### config.mk
export PLATFORM = sky130hd
export DESIGN_NAME = ulsl_line_status
export DESIGN_NICKNAME = d
export VERILOG_FILES = /design/src/rtl/ulsl_pkg.sv /design/src/rtl/ulsl_line_status.sv
export SDC_FILE = /design/constraint.sdc
export NUM_CORES = 1
export LEC_CHECK = 0
export ABC_CLOCK_PERIOD_IN_PS = 9300
export BUFFER_PORTS_ARGS = -buffer_cell sky130_fd_sc_hd__buf_2
export CAP_MARGIN = 20
export CELL_PAD_IN_SITES_DETAIL_PLACEMENT = 1
export CELL_PAD_IN_SITES_GLOBAL_PLACEMENT = 1
export CORE_MARGIN = 5
export CORE_UTILIZATION = 35
export CTS_BUF_LIST = sky130_fd_sc_hd__clkbuf_8
export DETAILED_ROUTE_END_ITERATION = 10
export PLACE_DENSITY = 0.57
export SYNTH_ARGS = -nofsm -noshare
export SYNTH_HDL_FRONTEND = slang
export SYNTH_SLANG_ARGS = --single-unit
### constraint.sdc
create_clock -name clk -period 9.3 [get_ports clk]
set_input_delay 1.395 -clock clk [delete_from_list [all_inputs] [get_ports clk]]
set_output_delay 1.395 -clock clk [all_outputs]
set_load 0.005 [all_outputs]
### src/rtl/ulsl_pkg.sv
// Purpose: constants for the uart line-status logic
// Assumes: apb with 32-bit data, one aligned word per register
// Notes: offsets of all registers are chosen locally
package ulsl_pkg;
  // ==========================================================
  // fifo geometry
  localparam int unsigned FIFO_DEPTH = 64;
  localparam int unsigned PTR_W = 6;
  localparam int unsigned CNT_W = 7;
  localparam logic [6:0] FIFO_FULL_CNT = 7'h40;
  localparam logic [6:0] CNT_ONE = 7'h01;
  localparam logic [5:0] PTR_ONE = 6'h01;
  // ==========================================================
  // register byte addresses
  localparam logic [7:0] ADDR_LINE_STATUS = 8'h00;
  localparam logic [7:0] ADDR_RX_HOLDING = 8'h04;
  localparam logic [7:0] ADDR_TX_HOLDING = 8'h08;
  localparam logic [7:0] ADDR_FIFO_CTRL = 8'h0C;
  localparam logic [7:0] ADDR_IRQ_STATUS = 8'h10;
  localparam logic [7:0] ADDR_IRQ_MASK = 8'h14;
  // ==========================================================
  // line status bit positions
  localparam int unsigned LS_DR = 0;
  localparam int unsigned LS_OE = 1;
  localparam int unsigned LS_PE = 2;
  localparam int unsigned LS_FE = 3;
  localparam int unsigned LS_BI = 4;
  localparam int unsigned LS_THRE = 5;
  localparam int unsigned LS_TEMT = 6;
  localparam int unsigned LS_FERR = 7;
  // fifo control bit positions
  localparam int unsigned FC_EN = 0;
  localparam int unsigned FC_RXRST = 1;
  // irq status bits: rx char, overrun, error char, tx empty
  localparam int unsigned IRQ_W = 4;
  localparam int unsigned IRQ_RX = 0;
  localparam int unsigned IRQ_OVR = 1;
  localparam int unsigned IRQ_ERR = 2;
  localparam int unsigned IRQ_TXE = 3;
  localparam logic [3:0] IRQ_RESET = 4'h0;
  localparam logic [7:0] BREAK_CHAR = 8'h00;
  localparam logic [2:0] FLAGS_NONE = 3'h0;
  localparam logic [31:0] READ_ZERO = 32'h0000_0000;
endpackage : ulsl_pkg

### src/rtl/ulsl_line_status.sv
// Purpose: line status byte and receive fifo with per-character flags
// Assumes: character framing sits outside; received chars arrive as pulses
// Notes: one clock, apb slave with zero wait states
//
// Notes on behaviour
// - bit 7 high while any flagged character remains in receive fifo.
// - bit 6 high only when holding and shift registers both empty.
// - bit 5 high when holding register empty; fifo takes 64 bytes while enable bit is one, one byte otherwise.
// - a whole low frame stores character 00 with break flag set.
// - bit 3 shows missing stop bit of head character.
// - bit 2 shows parity failure of head character.
// - bit 1 high once a receive overrun occurred.
// - bit 0 high while receive fifo holds a character.
// - after reset error and data-ready bits read zero.
// - bits 4:2 show flags of the oldest fifo character.
// - head flags drive bus bits 4:2 directly, no extra flops.
// - status read leaves the read pointer unchanged.
// - each receive holding read of a non-empty fifo advances the read pointer by one while the enable bit is one.
// - only error bits may be stale on first read above 36 MHz.
// - fifos in use only while enable bit is one; resets zero.
// - receive fifo reset empties fifo and clears itself.
`timescale 1ns/1ps
module ulsl_line_status (
  input wire logic clk,
  input wire logic rst_n,
  input wire logic [31:0] paddr,
  input wire logic psel,
  input wire logic penable,
  input wire logic pwrite,
  input wire logic [31:0] pwdata,
  output logic [31:0] prdata,
  output logic pready,
  output logic pslverr,
  input wire logic rx_char_valid,
  input wire logic [7:0] rx_char_data,
  input wire logic rx_parity_bad,
  input wire logic rx_stop_bad,
  input wire logic rx_frame_low,
  input wire logic tx_shift_empty,
  input wire logic tx_take,
  output logic tx_char_valid,
  output logic [7:0] tx_char_data,
  output logic irq
);
  // ==========================================================
  // reset release
  logic rst_s1_reg, rst_s2_reg;
  always_ff @(posedge clk or negedge rst_n) begin
    if (!rst_n) begin
      rst_s1_reg <= 1'b0;
      rst_s2_reg <= 1'b0;
    end else begin
      rst_s1_reg <= 1'b1;
      rst_s2_reg <= rst_s1_reg;
    end
  end
  wire logic rst_ni = rst_s2_reg;

  function automatic logic [5:0] ptr_inc(input logic [5:0] p);
    ptr_inc = p + ulsl_pkg::PTR_ONE;
  endfunction : ptr_inc

  // ==========================================================
  // bus decode
  wire logic acc = psel && penable;
  wire logic [7:0] a8 = paddr[7:0];
  wire logic rd_ls = acc && !pwrite && a8 == ulsl_pkg::ADDR_LINE_STATUS;
  wire logic rd_rhr = acc && !pwrite && a8 == ulsl_pkg::ADDR_RX_HOLDING;
  wire logic wr_thr = acc && pwrite && a8 == ulsl_pkg::ADDR_TX_HOLDING;
  wire logic wr_fc = acc && pwrite && a8 == ulsl_pkg::ADDR_FIFO_CTRL;
  wire logic wr_ist = acc && pwrite && a8 == ulsl_pkg::ADDR_IRQ_STATUS;
  wire logic wr_imk = acc && pwrite && a8 == ulsl_pkg::ADDR_IRQ_MASK;
  wire logic mapped = a8 == ulsl_pkg::ADDR_LINE_STATUS || a8 == ulsl_pkg::ADDR_RX_HOLDING
    || a8 == ulsl_pkg::ADDR_TX_HOLDING || a8 == ulsl_pkg::ADDR_FIFO_CTRL
    || a8 == ulsl_pkg::ADDR_IRQ_STATUS || a8 == ulsl_pkg::ADDR_IRQ_MASK;
  assign pready = 1'b1;
  assign pslverr = acc && (!mapped || paddr[31:8] != 24'h000000);

  // ==========================================================
  // fifo control
  logic fifo_en_reg, rx_rst_reg;
  always_ff @(posedge clk or negedge rst_ni) begin
    if (!rst_ni) begin
      fifo_en_reg <= 1'b0;
      rx_rst_reg <= 1'b0;
    end else begin
      if (wr_fc) fifo_en_reg <= pwdata[ulsl_pkg::FC_EN];
      rx_rst_reg <= wr_fc && pwdata[ulsl_pkg::FC_RXRST];
    end
  end
  // a change of fifo mode empties both fifos so pointers never disagree
  wire logic mode_chg = wr_fc && (pwdata[ulsl_pkg::FC_EN] != fifo_en_reg);

  // ==========================================================
  // receive fifo: data plus break, framing, parity flags
  logic [7:0] rx_data_mem [ulsl_pkg::FIFO_DEPTH];
  logic [2:0] rx_flag_mem [ulsl_pkg::FIFO_DEPTH];
  logic [5:0] rx_wp_reg, rx_rp_reg;
  logic [6:0] rx_cnt_reg, err_cnt_reg;
  logic ovr_reg;
  wire logic [6:0] rx_cap = fifo_en_reg ? ulsl_pkg::FIFO_FULL_CNT : ulsl_pkg::CNT_ONE;
  wire logic rx_full = rx_cnt_reg >= rx_cap;
  wire logic rx_empty = rx_cnt_reg == 7'h00;
  wire logic push = rx_char_valid && !rx_full;
  wire logic pop = rd_rhr && !rx_empty;
  wire logic [2:0] in_flags = {rx_frame_low, rx_frame_low ? 1'b0 : rx_stop_bad,
    rx_frame_low ? 1'b0 : rx_parity_bad};
  wire logic [7:0] in_data = rx_frame_low ? ulsl_pkg::BREAK_CHAR : rx_char_data;
  wire logic [2:0] head_flags = rx_empty ? ulsl_pkg::FLAGS_NONE : rx_flag_mem[rx_rp_reg];
  wire logic in_err = |in_flags;
  wire logic out_err = |head_flags;
  wire logic [6:0] rx_cnt_next = rx_cnt_reg + 7'(push) - 7'(pop);
  wire logic [6:0] err_cnt_next = err_cnt_reg + 7'(push && in_err) - 7'(pop && out_err);

  always_ff @(posedge clk) begin
    if (push) begin
      rx_data_mem[rx_wp_reg] <= in_data;
      rx_flag_mem[rx_wp_reg] <= in_flags;
    end
  end

  always_ff @(posedge clk or negedge rst_ni) begin
    if (!rst_ni) begin
      rx_wp_reg <= 6'h00;
      rx_rp_reg <= 6'h00;
      rx_cnt_reg <= 7'h00;
      err_cnt_reg <= 7'h00;
    end else if (rx_rst_reg || mode_chg) begin
      rx_wp_reg <= 6'h00;
      rx_rp_reg <= 6'h00;
      rx_cnt_reg <= 7'h00;
      err_cnt_reg <= 7'h00;
    end else begin
      if (push) rx_wp_reg <= fifo_en_reg ? ptr_inc(rx_wp_reg) : rx_wp_reg;
      if (pop) rx_rp_reg <= fifo_en_reg ? ptr_inc(rx_rp_reg) : rx_rp_reg;
      rx_cnt_reg <= rx_cnt_next;
      err_cnt_reg <= err_cnt_next;
    end
  end

  // overrun: set wins over the read clear
  wire logic ovr_set = rx_char_valid && rx_full;
  always_ff @(posedge clk or negedge rst_ni) begin
    if (!rst_ni) ovr_reg <= 1'b0;
    else ovr_reg <= ovr_set || (ovr_reg && !rd_ls);
  end

  // ==========================================================
  // transmit holding fifo
  logic [7:0] tx_mem [ulsl_pkg::FIFO_DEPTH];
  logic [5:0] tx_wp_reg, tx_rp_reg;
  logic [6:0] tx_cnt_reg;
  wire logic [6:0] tx_cap = fifo_en_reg ? ulsl_pkg::FIFO_FULL_CNT : ulsl_pkg::CNT_ONE;
  wire logic tx_empty = tx_cnt_reg == 7'h00;
  wire logic tx_push = wr_thr && tx_cnt_reg < tx_cap;
  wire logic tx_pop = tx_take && !tx_empty;
  always_ff @(posedge clk) begin
    if (tx_push) tx_mem[tx_wp_reg] <= pwdata[7:0];
  end
  always_ff @(posedge clk or negedge rst_ni) begin
    if (!rst_ni) begin
      tx_wp_reg <= 6'h00;
      tx_rp_reg <= 6'h00;
      tx_cnt_reg <= 7'h00;
    end else if (mode_chg) begin
      tx_wp_reg <= 6'h00;
      tx_rp_reg <= 6'h00;
      tx_cnt_reg <= 7'h00;
    end else begin
      if (tx_push) tx_wp_reg <= fifo_en_reg ? ptr_inc(tx_wp_reg) : tx_wp_reg;
      if (tx_pop) tx_rp_reg <= fifo_en_reg ? ptr_inc(tx_rp_reg) : tx_rp_reg;
      tx_cnt_reg <= tx_cnt_reg + 7'(tx_push) - 7'(tx_pop);
    end
  end
  assign tx_char_valid = !tx_empty;
  assign tx_char_data = tx_empty ? ulsl_pkg::BREAK_CHAR : tx_mem[tx_rp_reg];

  // ==========================================================
  // line status byte; break, framing and parity bits come straight from head entry
  wire logic [7:0] line_status_reg;
  assign line_status_reg[ulsl_pkg::LS_FERR] = err_cnt_reg != 7'h00;
  assign line_status_reg[ulsl_pkg::LS_TEMT] = tx_empty && tx_shift_empty;
  assign line_status_reg[ulsl_pkg::LS_THRE] = tx_empty;
  assign line_status_reg[ulsl_pkg::LS_BI:ulsl_pkg::LS_PE] = head_flags;
  assign line_status_reg[ulsl_pkg::LS_OE] = ovr_reg;
  assign line_status_reg[ulsl_pkg::LS_DR] = !rx_empty;

  // ==========================================================
  // interrupts
  logic [3:0] ist_reg, imk_reg;
  wire logic [3:0] ev = {tx_pop && tx_cnt_reg == ulsl_pkg::CNT_ONE, push && in_err, ovr_set,
    push};
  always_ff @(posedge clk or negedge rst_ni) begin
    if (!rst_ni) begin
      ist_reg <= ulsl_pkg::IRQ_RESET;
      imk_reg <= ulsl_pkg::IRQ_RESET;
    end else begin
      ist_reg <= ev | (ist_reg & ~(wr_ist ? pwdata[3:0] : 4'h0));
      if (wr_imk) imk_reg <= pwdata[3:0];
    end
  end
  assign irq = |(ist_reg & imk_reg);

  // ==========================================================
  // read data
  wire logic [31:0] rd_mux =
    !acc || pwrite ? ulsl_pkg::READ_ZERO :
    a8 == ulsl_pkg::ADDR_LINE_STATUS ? {24'h000000, line_status_reg} :
    a8 == ulsl_pkg::ADDR_RX_HOLDING ? {24'h000000, rx_empty ? 8'h00 : rx_data_mem[rx_rp_reg]} :
    a8 == ulsl_pkg::ADDR_FIFO_CTRL ? {31'h00000000, fifo_en_reg} :
    a8 == ulsl_pkg::ADDR_IRQ_STATUS ? {28'h0000000, ist_reg} :
    a8 == ulsl_pkg::ADDR_IRQ_MASK ? {28'h0000000, imk_reg} : ulsl_pkg::READ_ZERO;
  assign prdata = rd_mux;
endmodule : ulsl_line_status

; ---- Word-level counts from Yosys, hierarchy flattened
; Memories as Yosys holds them, arrays and structs flattened.
; Index checks and enable logic that the tools add are counted.
[classes]
add_sub_neg = 10
order_cmp = 2
n_eq_ne = 7
mux = 33
bitwise = 4
reduce_logical = 56
[ops]
columns = op, count
row1 = 6-bit 2-to-1 mux, 12
row2 = 8-bit 2-to-1 mux, 6
row3 = 7-bit 2-to-1 mux, 4
row4 = "6-bit by 1-bit adder with 6-bit output, second input constant", 4
row5 = 24-bit nonzero test, 1
row6 = 1-bit logical AND, 22
row7 = 7-bit by 1-bit adder with 7-bit output, 3
row8 = 7-bit by 1-bit subtractor with 7-bit output, 3
row9 = "8-bit by 4-bit == test with 1-bit output, second input constant", 2
row10 = "8-bit by 5-bit == test with 1-bit output, second input constant", 2
row11 = 4-bit 2-to-1 mux, 4
row12 = 7-bit zero test, 2
row13 = 2-bit nonzero test, 6
row14 = 1-bit logical OR, 9
row15 = 4-bit bitwise AND, 2
row16 = "8-bit by 3-bit == test with 1-bit output, second input constant", 1
row17 = 8-bit zero test, 1
row18 = 2-bit AND reduction, 4
row19 = "7-bit by 1-bit == test with 1-bit output, second input constant", 1
row20 = 7-bit greater-or-equal comparator, 1
row21 = 1-bit zero test, 7
row22 = 7-bit < comparator, 1
row23 = 7-bit nonzero test, 1
row24 = 1-bit 2-to-1 mux, 6
row25 = other kinds (6), 7
[word_totals]
register_bits = 58
ramBits = 1216
input_bits = 83
output_inout_bits = 44
word_cells = 129
n_memories = 3
[mem_list]
columns = memory, words, width, rd, rd_ports_with_merged_regs, wr, line_no
row1 = rx_data_mem, 64, 8, 1, 0, 1, ulsl_line_status.sv:96  ; logic [7:0] rx_data_mem [ulsl_pkg::FIFO_DEPTH];
row2 = tx_mem, 64, 8, 1, 0, 1, ulsl_line_status.sv:150  ; logic [7:0] tx_mem [ulsl_pkg::FIFO_DEPTH];
row3 = rx_flag_mem, 64, 3, 1, 0, 1, ulsl_line_status.sv:97  ; logic [2:0] rx_flag_mem [ulsl_pkg::FIFO_DEPTH];

; ---- Longest topological paths before layout
; Gate-level depths: netlist of run 1.
[logic_depth]
ltp_word = 9
depth_mapped = 21
ltp_nobuf = 17

; ---- Least setup slack after synthesis of run 1
; No wires, ideal clock.
[synth_timing]
path_type = input to register
startpoint = input paddr[1]
endpoint = register tx_cnt_reg[6]
setup_ns = 0.078
arrival_time_ns = 4.467
required_time_ns = 9.222
path_slack_ns = 4.755
cell_stages = 15
n_path_buf = 1
path_cell_list = or3_1 or2_0 a2111oi_0 buf_2 inv_1 ha_1 inv_1 ha_1 fa_1 nor2b_1 o21a_1 o21bai_1 a21oi_1 or3_1 a21oi_1
[synth_via]
elab_chain_cells = 6
word_cells_on_any_way = 9
cone_classes = add/sub: 2 / eq/ne: 2 / mux: 1 / reduce/logical: 4
[synth_lines]
columns = element, line_no
row1 = "start, declared", ulsl_line_status.sv:26  ; input wire logic [31:0] paddr,
row2 = 8-bit by 4-bit == test with 1-bit output, ulsl_line_status.sv:69  ; wire logic wr_thr = acc && pwrite && a8 == ulsl_pkg::ADDR_TX_HOLDING;
row3 = 1-bit logical AND, ulsl_line_status.sv:69
row4 = 1-bit logical AND, ulsl_line_status.sv:155  ; wire logic tx_push = wr_thr && tx_cnt_reg < tx_cap;
row5 = 7-bit by 1-bit adder with 7-bit output, ulsl_line_status.sv:172  ; tx_cnt_reg <= tx_cnt_reg + 7'(tx_push) - 7'(tx_pop);
row6 = 7-bit by 1-bit subtractor with 7-bit output, ulsl_line_status.sv:172
row7 = 7-bit 2-to-1 mux (*), ulsl_line_status.sv:165  ; end else if (mode_chg) begin
row8 = "end signal, assigned", ulsl_line_status.sv:172
row9 = "end, declared", ulsl_line_status.sv:152  ; logic [6:0] tx_cnt_reg;
; Every way passes the cells marked *; elsewhere a longest branch is shown, timed or not.
; A chain may end at the register's enable or synchronous reset.

; ---- Worst setup path after layout of run 1
[layout_timing]
startpoint = register tx_rp_reg[0]
endpoint = output tx_char_data[2]
[layout_via]
elab_chain_cells = 2
[layout_lines]
columns = element, line_no
row1 = "start, declared", ulsl_line_status.sv:151  ; logic [5:0] tx_wp_reg, tx_rp_reg;
row2 = "start signal, assigned", ulsl_line_status.sv:171  ; if (tx_pop) tx_rp_reg <= fifo_en_reg ? ptr_inc(tx_rp_reg) : tx_rp_reg;
row3 = memory 64 x 8 bit, -
row4 = 8-bit 2-to-1 mux, ulsl_line_status.sv:176  ; assign tx_char_data = tx_empty ? ulsl_pkg::BREAK_CHAR : tx_mem[tx_rp_reg];
row5 = "end, declared", ulsl_line_status.sv:42  ; output logic [7:0] tx_char_data,
; No other way between the ends.

==> impl_results.md, run 1 <==
* Outcome: finished, final reports clean
* RSZ-0062 raised after global routing: no
* Register area share after synthesis at 74.5%
* Fin nets at 2829
* Antenna viol nets, final at 0
* Final Cell Area at 0.0577 sq mm
* 1st-iter DRT viols at 1619
* Die area at 0.153 sq mm
* YS warnings at 0
* Crit path max fanout at 46
* Die H at 392 um
* Max incr delay on CP at 1040 ps
* Layout cell share with drive strength beyond 1 at 28.4%
* Total track usage at 16.5%
* Synth cell types at 67
* Clock Latency Late Sink at 910 ps
* Final Util at 39.7%
* Skew final at 53.8 ps
* Crit Path Category: reg2out
* Commonest non-fill, non-tap cell in the layout: edfxtp_1
* Worst-path cell chain: buf_4, mux4_2, mux4_2, mux4_2, and2_1, buf_2
* Die X at 392 um
* Area of the mapped netlist at 0.0509 sq mm
* Initial Util at 35.1%
* Largest net degree at the start of global routing at 95
* Register clock-pin slew on the reported worst setup and hold paths at 60 ps
* Startpoint types: register
* Ports at 127
* FP Rows at 140
* Clock Root Buffer: clkbuf_8
* TritonCTS Buffers at 206
* First-pass GRT wire length at 185 mm
* Per-cell routed wire length at 26.2 um
* Achievable frequency at 159 MHz
* #FFs+latches synth at 1274
* Post-synth top flop: edfxtp_1
* CP endpoint kind: output pin
* Hold slack at 279 ps
* Drt pass-1 iters at 7
* H-tree levels at 4
* Buf/Inv on CP at 2
* CP max stage cell: dfrtp_4
* Post-synth top area cell: edfxtp_1
* Critical path's top delay family: multiplexers
* # hold bufs at CTS at 0
* FFs w/ async S/R, synth at 4.55%
* GRT overflow at 0
* CTS sink count at 1274
* Fin crit period at 6280 ps
* Dpl cells at 4400
* DRC at 0
* CTS tree: built
* Area contributors post-synth: edfxtp_1, mux4_2, dfrtp_1
* Pre-CTS WS at 3490 ps
* Initial antenna violation count at 2
* PwrDens at 236 mW/mm^2
* Required time of the critical path at 7910 ps
* Routed vias at 24.8k
* Cells after Synth at 2457
* I/O Buffers at 77
* Total power at 13.6 mW
* Rel. slew slack at 25.3%
* Max-capacitance violation count at 0
* Filler cells at 13.9k
* Final worst path period share at 67.5%
* Arr. time, crit path at 4880 ps
* Core area at 0.145 sq mm
* Leakage at 18.6 nW
* Post-CTS setup buffers at 0
* Final worst slack at 3020 ps
* CP dominant cell by count: mux4_2
* Hold Path Class: in2async
* Pin slew with the least headroom to its limit at 1120 ps
* Post-CTS sizing at 0
* Detailed placement HPWL at 76.1 mm
* Synth top area share at 71.7%
* Max clock buf depth at 3
* Area after DPL at 0.0538 sq mm
* Final WL at 125 mm
* Worst R2R Setup Slack at 3520 ps
* Synth Area per Inst at 20.7 sq um
* Setup-failing EPs final at 0
* Post-synth EDFFs at 1216
* Placer's final routability congestion estimate at 0.783
* Final hold violation count at 0
* Final cell count without fillers at 4781
* Final Max Slew Viols at 0
* Final total negative setup slack at 0 ps
* DR vias/cell at 5.19
* Vias in the first global route at 26.9k
* Most frequent cells in the layout: edfxtp_1, mux4_2, clkbuf_8, nor2_1, inv_1
* Layout area overhead at 13.2%
* Top flop regs: rx_data_mem (512), tx_mem (512), rx_flag_mem (192)
* VDD IR max at 0.156 mV
==> layout make-up <==
type / instances / area, sq um / area share [%]
Antenna cell: 2 / 5.00 / 0.00868
Clock buffer: 213 / 2930 / 5.08
Clock inverter: 154 / 812 / 1.41
Inverter: 43 / 161 / 0.280
Multi-Input combinational cell: 1008 / 12200 / 21.2
Sequential cell: 1274 / 38000 / 65.9
Tap cell: 1917 / 2400 / 4.16
Timing Repair Buffer: 170 / 1160 / 2.01
==> worst reg2reg max path: stages, from the launching register on <==
cell and delay (ps):
dfrtp_4 1010, buf_12 480, nand3b_1 640, o221ai_1 440, a221oi_1 120, a31oi_1 490
o22ai_1 170, a21boi_1 380, ha_1 310, inv_1 60, ha_1 160, inv_1 60
fa_1 430, nand2b_1 160, a21oi_1 180, o21ai_0 130, a21oi_1 210, or3_1 130
a21oi_1 60
==> layer usage <==
metal | vias to the layer above | GRT usage [%] | wire length (um)
met5 | - | 0 | 0
met4 | 0 | 4.13 | 2400
met3 | 180 | 3.04 | 5740
met2 | 624 | 28.3 | 64600
met1 | 13400 | 21.8 | 52700
li1 | 10600 | - | -
==> Yosys cell counts, types with 22 or more instances <==
library cell / number
nand3_1: 27
inv_1: 41
nor2_1: 176
mux2i_1: 51
ha_1: 40
buf_4: 44
a21oi_1: 31
nand2_1: 49
buf_2: 22
clkbuf_1: 68
dfrtp_1: 58
edfxtp_1: 1216
mux4_2: 355
==> report_power, final <==
part / internal, mW / switching, mW / total, mW
clock: 2.24 / 2.24 / 4.48
sequential: 6.44 / 0.203 / 6.64
combinational: 1.20 / 1.32 / 2.52
total: 9.87 / 3.76 / 13.6
==> logic make-up (layout without fill, tap and decap cells) <==
family | count (synthesis) | in the layout | share of synthesized area, %
and+or+nand+nor | 378 | 378 | 3.55
muxes | 413 | 413 | 16.9
AOI/OAI and AO/OA | 118 | 118 | 1.58
DFF | 1274 | 1274 | 74.5
other | 2 | 28 | 0.0147
buffers and inverters | 199 | 580 | 1.86
xor gates and xnor gates | 30 | 30 | 0.516
adders and majority gates | 43 | 43 | 1.10
==> worst paths after layout <==
kind	cells past startpoint	start	end
setup reg to reg	18	rx_rp_reg[0]	err_cnt_reg[6]
setup / recovery	6	tx_rp_reg[0]	tx_char_data[2]
hold / removal	1	rst_n	rst_s1_reg
max in group asynchronous	1	rst_ni	rx_rp_reg[1]
min in group clk	0	rst_s1_reg	rst_ni
hold reg to reg	0	rst_s1_reg	rst_ni
(Power assumes the default switching activity.)
==> run 2: changes to the inputs <==
- ABC_CLOCK_PERIOD_IN_PS: 9300 -> 5200
- PLACE_DENSITY: 0.57 -> 0.59
- clock period: 9.3 -> 5.2 ns (I/O delays scaled with it)
==> run 2 against run 1 <==
Against the previous run: utilization increased by 0.60 points; combinational power grew 80%; final cell count increased by 2.1%; via count is 1.4% higher; total power is 80% higher; clock-buffer cell count shrank 3; register-to-register slack lost 3000 ps; die area unchanged; non-clock buffer count is 97 higher; sequential share of layout area is 0.98 points lower.
==> impl_results.md, run 2 (synthesis results as in run 1) <==
* Die X at 392 um (unchanged)
* Hold Path Class: in2reg (was in2async)
* DRC at 0 (unchanged)
* Achievable frequency at 199 MHz
* Top flop regs: rx_data_mem (512), tx_mem (512), rx_flag_mem (192) (unchanged)
* Routed vias at 25.2k (was 24.8k)
* Total power at 24.5 mW (was 13.6 mW)
* Arr. time, crit path at 4240 ps (was 4880 ps)
* Die area at 0.153 sq mm (unchanged)
* Vias in the first global route at 27.1k (was 26.9k)
* Core area at 0.145 sq mm (unchanged)
* Fin nets at 2921 (was 2829)
* Final hold violation count at 0 (unchanged)
* Worst-path cell chain: buf_12, buf_6, mux4_2, mux4_2, a22oi_1, nand3_1, nand3_1, a221oi_1, buf_2 (was buf_4, mux4_2, mux4_2, mux4_2, and2_1, buf_2)
* Outcome: finished, final reports clean (unchanged)
* Hold slack at 235 ps (was 279 ps)
* Filler cells at 14.0k (was 13.9k)
* Detailed placement HPWL at 79.7 mm (was 76.1 mm)
* Total track usage at 16.2% (was 16.5%)
* Ports at 127 (unchanged)
* Commonest non-fill, non-tap cell in the layout: edfxtp_1 (unchanged)
* Clock Root Buffer: clkbuf_8 (unchanged)
* Crit path launch: rx_rp_reg[1] (was tx_rp_reg[0])
* Required time of the critical path at 4420 ps (was 7910 ps)
* DR vias/cell at 5.15 (was 5.19)
* Layout area overhead at 14.9% (was 13.2%)
* Crit path max fanout at 100 (was 46)
* VDD IR max at 0.240 mV (was 0.156 mV)
* FP Rows at 140 (unchanged)
* Layout cell share with drive strength beyond 1 at 31.0% (was 28.4%)
* Initial Util at 35.1% (unchanged)
* TritonCTS Buffers at 201 (was 206)
* Startpoint types: register (unchanged)
* Worst path depth at 9 (was 6)
* FF-to-FF path depth at 19 (was 18)
* Most frequent cells in the layout: edfxtp_1, mux4_2, clkbuf_8, nor2_1, buf_4 (was edfxtp_1, mux4_2, clkbuf_8, nor2_1, inv_1)
* 1st-iter DRT viols at 1787 (was 1619)
* Rel. slew slack at 21.0% (was 25.3%)
* Per-cell routed wire length at 25.3 um (was 26.2 um)
* Final WL at 124 mm (was 125 mm)
* Crit Path Category: reg2out (unchanged)
* Final Max Slew Viols at 0 (unchanged)
* Drt pass-1 iters at 5 (was 7)
* Final total negative setup slack at 0 ps (unchanged)
* RSZ-0062 raised after global routing: no (unchanged)
* I/O Buffers at 77 (unchanged)
* Final Cell Area at 0.0586 sq mm (was 0.0577 sq mm)
* Clock Latency Late Sink at 910 ps (about the same)
* HP Start: tx_take
* Pin slew with the least headroom to its limit at 1180 ps (was 1120 ps)
* CTS sink count at 1274 (unchanged)
* Placer's final routability congestion estimate at 0.879 (was 0.783)
* Area after DPL at 0.0545 sq mm (was 0.0538 sq mm)
* Antenna viol nets, final at 0 (unchanged)
* Multi-input logic area at 0.0122 sq mm (about the same)
* Buf/Inv on CP at 3 (was 2)
* Leakage at 19.2 nW (was 18.6 nW)
* Setup-failing EPs final at 0 (unchanged)
* GRT overflow at 0 (unchanged)
* Hold path depth at 2
* Final worst path period share at 96.6%
* Critical path's top delay family: buffers and inverters (was multiplexers)
* Initial antenna violation count at 4 (was 2)
* Die H at 392 um (unchanged)
* CP max stage cell: mux4_2 (was dfrtp_4)
* Fin crit period at 5020 ps
* Largest net degree at the start of global routing at 101 (was 95)
* RR Startpoint: rx_rp_reg[0] (unchanged)
* Skew final at 36.3 ps (was 53.8 ps)
* CP endpoint kind: output pin (unchanged)
* Max clock buf depth at 3 (unchanged)
* H-tree levels at 4 (unchanged)
* Max-capacitance violation count at 0 (unchanged)
* Max incr delay on CP at 530 ps (was 1040 ps)
* CTS tree: built (unchanged)
* PwrDens at 419 mW/mm^2 (was 236 mW/mm^2)
* Register clock-pin slew on the reported worst setup and hold paths at 60 ps (about the same)
* First-pass GRT wire length at 184 mm (was 185 mm)
* Storage cell area at 0.0380 sq mm (unchanged)
==> run 2: cell types whose count changed in the layout (fill, tap and decap cells not counted), sizes merged <==
cell         delta
buf            +97
clkbuf          -4
bufinv          +3
clkinvlp        +3
clkinv          +1
dlygate4sd3     +1
inv             +1
==> run 2: metrics by stage <==
stage	instances	util, %	worst slack [ps]
6_report	4883	40.3	179
5_1_grt	4882	40.3	1.46
4_1_cts	4856	40.2	27.7
2_1_floorplan	2481	-	1130
3_5_place_dp	4482	37.5	523
3_3_place_gp	4469	37.4	480
==> run 2: per-layer routing <==
| layer | vias to the layer above | global-route usage [%] | share of wire (%) |
|---|---|---|---|
| li1 | 10800 | - | - |
| met1 | 13400 | 21.7 | 43 |
| met2 | 764 | 27.0 | 50 |
| met3 | 209 | 3.33 | 5.5 |
| met4 | 2 | 4.89 | 2.3 |
| met5 | - | 0 | 0.011 |
==> run 2: path summary, 6_finish.rpt <==
path	endpoint	slack, ps
max reg2reg	err_cnt_reg[6]	500
min	ist_reg[3]	230
max	prdata[1]	180
max in group asynchronous	rx_rp_reg[1]	4140
min in group asynchronous	rst_ni	280
min reg2reg	rst_ni	350
==> run 2: where the power goes <==
part	switching [mW]	internal, mW
sequential	0.419	11.5
combinational	2.34	2.19
clock	3.95	4.13
total	6.71	17.8
==> run 2: repair_timing <==
item,4_1_cts,5_1_grt
endpoints found under the hold margin,2,0
resized for setup,6,0
hold buffers,1,0
setup endpoints to repair,8,1
setup buffers,1,6
==> run 2: cell type report <==
type                            instances  share of cell area [%]
Clock buffer                          210                    4.94
Antenna cell                            2                 0.00855
Clock inverter                        162                    1.62
Inverter                               43                   0.276
Sequential cell                      1274                    64.9
Multi-Input combinational cell       1008                    20.9
Tap cell                             1917                    4.10
Timing Repair Buffer                  267                    3.32
==> run 3: changes to the inputs <==
- CELL_PAD_IN_SITES_DETAIL_PLACEMENT: 1 -> not set
- CELL_PAD_IN_SITES_GLOBAL_PLACEMENT: 1 -> not set
- PLACE_DENSITY: 0.59 -> 0.53
==> run 3 against run 2 <==
Against the previous run: clock power down 3.2%; largest power group unchanged; clock skew is 20 ps higher; first-iteration DRC count up 9.8%; sequential share of layout area rose by 0.15 points; wire length is 0.40% lower; final area is 0.23% lower; worst setup slack barely moved; fmax is essentially flat; sequential power about the same; clock-buffer cell count down 5; highest routed layer unchanged; utilization fell by 0.094 points; via count down 0.62%.
==> impl_results.md, run 3 (synthesis results as in run 1) <==
* Commonest non-fill, non-tap cell in the layout: edfxtp_1 (unchanged)
* Routed vias at 25.0k (was 25.2k)
* Detailed placement HPWL at 75.8 mm (was 79.7 mm)
* Pin slew with the least headroom to its limit at 1100 ps (was 1180 ps)
* HP Start: pwdata[2] (was tx_take)
* Clock Latency Late Sink at 890 ps (was 910 ps)
* Final total negative setup slack at 0 ps (unchanged)
* Outcome: finished, final reports clean (unchanged)
* Leakage at 19.2 nW (about the same)
* Final Cell Area at 0.0584 sq mm (was 0.0586 sq mm)
* Drt pass-1 iters at 7 (was 5)
* Core area at 0.145 sq mm (unchanged)
* Multi-input logic area at 0.0122 sq mm (about the same)
* First-pass GRT wire length at 181 mm (was 184 mm)
* FF-to-FF path depth at 18 (was 19)
* Clock Root Buffer: clkbuf_8 (unchanged)
* Worst R2R Setup Slack at 570 ps (was 500 ps)
* Max-capacitance violation count at 0 (unchanged)
* Vias in the first global route at 26.6k (was 27.1k)
* Rel. slew slack at 26.5% (was 21.0%)
* Crit Path Category: reg2out (unchanged)
* Area after DPL at 0.0546 sq mm (was 0.0545 sq mm)
* Fin nets at 2919 (was 2921)
* Pre-CTS WS at 482 ps (was 523 ps)
* P_int at 17.6 mW (was 17.8 mW)
* Fin crit period at 5020 ps (about the same)
* Die area at 0.153 sq mm (unchanged)
* Per-cell routed wire length at 25.3 um (about the same)
* Final Max Slew Viols at 0 (unchanged)
* 1st-iter DRT viols at 1962 (was 1787)
* Storage cell area at 0.0380 sq mm (unchanged)
* VDD IR max at 0.231 mV (was 0.240 mV)
* TritonCTS Buffers at 201 (unchanged)
* Comb pwr share at 18.9% (was 18.5%)
* Final worst path period share at 96.6% (about the same)
* Sequential power share at 48.9% (was 48.6%)
* CP endpoint kind: output pin (unchanged)
* RSZ-0062 raised after global routing: no (unchanged)
* Filler cells at 12.8k (was 14.0k)
* Startpoint types: register (unchanged)
* Hold Path Class: in2reg (unchanged)
* Largest net degree at the start of global routing at 76 (was 101)
* Antenna viol nets, final at 0 (unchanged)
* CTS sink count at 1274 (unchanged)
* Setup-failing EPs final at 0 (unchanged)
* Top flop regs: rx_data_mem (512), tx_mem (512), rx_flag_mem (192) (unchanged)
* Worst min-delay path endpoint: tx_mem[12][2] (was ist_reg[3])
* Initial Util at 35.1% (unchanged)
* Initial antenna violation count at 9 (was 4)
* Achievable frequency at 199 MHz (about the same)
* FP Rows at 140 (unchanged)
* I/O Buffers at 77 (unchanged)
* GRT overflow at 0 (unchanged)
* DR vias/cell at 5.12 (was 5.15)
* Final worst slack at 179 ps (about the same)
* Crit path max fanout at 42 (was 100)
* Required time of the critical path at 4420 ps (about the same)
* NetSw at 6.63 mW (was 6.71 mW)
* Placer's final routability congestion estimate at 0.860 (was 0.879)
* Layout cell share with drive strength beyond 1 at 30.4% (was 31.0%)
* Skew final at 55.8 ps (was 36.3 ps)
* Final cell count without fillers at 4879 (was 4883)
* Arr. time, crit path at 4240 ps (about the same)
* Register clock-pin slew on the reported worst setup and hold paths at 60 ps (about the same)
* Max clock buf depth at 3 (unchanged)
* Final hold violation count at 0 (unchanged)
* CTS tree: built (unchanged)
* Most frequent cells in the layout: edfxtp_1, mux4_2, clkbuf_8, nor2_1, buf_4 (unchanged)
* Clk pwr share at 32.3% (was 32.9%)
* Hold path depth at 1 (was 2)
* Layout area overhead at 14.7% (was 14.9%)
* Ports at 127 (unchanged)
* Final WL at 123 mm (was 124 mm)
* RR Startpoint: rx_rp_reg[2] (was rx_rp_reg[0])
* PwrDens at 415 mW/mm^2 (was 419 mW/mm^2)
* DRC at 0 (unchanged)
* Total track usage at 16.2% (about the same)
* Switching share of total power at 27.3% (was 27.4%)
* Total power at 24.2 mW (was 24.5 mW)
* FF-to-FF End: err_cnt_reg[6] (unchanged)
* Die H at 392 um (unchanged)
* Dpl cells at 4492 (was 4482)
* Die X at 392 um (unchanged)
* H-tree levels at 4 (unchanged)
run 3: cell types whose count changed in the layout (fill, tap and decap cells not counted), sizes merged:
| cell | delta |
|---|---|
| bufinv | -2 |
| buf | -2 |
| diode | +3 |
| clkinv | -1 |
| inv | +6 |
| clkbuf | -5 |
| clkinvlp | -3 |
run 3: metal layers:
| metal | vias up | global-route usage, % | share of wire, % |
|---|---|---|---|
| met3 | 221 | 4.24 | 6.3 |
| met1 | 13200 | 21.4 | 42 |
| met5 | - | 0 | 0.021 |
| met4 | 4 | 5.21 | 2.8 |
| met2 | 793 | 26.4 | 49 |
| li1 | 10800 | - | - |
run 3: timing repair:
action / CTS / global route
setup buffers: 7 / 0
setup endpoints to repair: 8 / 2
hold buffers: 1 / 0
hold endpoints to repair: 2 / 0
gates resized for setup: 1 / 1
run 3: metrics by stage:
step | hold WS (ps) | utilization, %
after floorplan | 331 | -
after global placement | 340 | 37.5
after detailed placement | 341 | 37.6
after CTS | 47.5 | 40.2
after global routing | 66.0 | 40.2
final | 147 | 40.2
run 3: power by group through the flow:
stage          registers [mW]  logic (mW)  clock network, mW
2_1_floorplan            11.8        3.31                  0
3_3_place_gp             12.0        4.51                  0
3_5_place_dp             12.1        4.62                  0
4_1_cts                  11.9        4.66               8.07
5_1_grt                  11.9        4.94               8.59
6_report                 11.8        4.57               7.82
run 3: final cells by class:
cell class                 instances  share of cell area (%)
antenna                            5                  0.0214
multi-input combinational       1008                    20.9
sequential                      1274                    65.0
inverter                          43                   0.276
tap                             1917                    4.11
timing repair buffer             265                    3.36
clock inverter                   162                    1.46
clock buffer                     205                    4.83
run 3: worst max path at each step:
stage,start,endpoint,slack (ps),cells past startpoint
finish,rx_rp_reg[1],prdata[3],180,8
global route,rx_rp_reg[0],prdata[0],60,10
CTS,rx_rp_reg[1],prdata[7],60,9
detailed placement,rx_rp_reg[0],err_cnt_reg[6],480,17
global placement,rx_rp_reg[0],err_cnt_reg[6],470,17
floorplan,rx_rp_reg[1],err_cnt_reg[6],1130,20
run 3: critical path: stages (launching register included):
cell and delay, ps:
dfrtp_4 630, buf_12 330, buf_6 330, mux4_2 390, mux4_2 540, mux2i_1 450
o22ai_1 200, a2bb2oi_1 270, buf_2 200
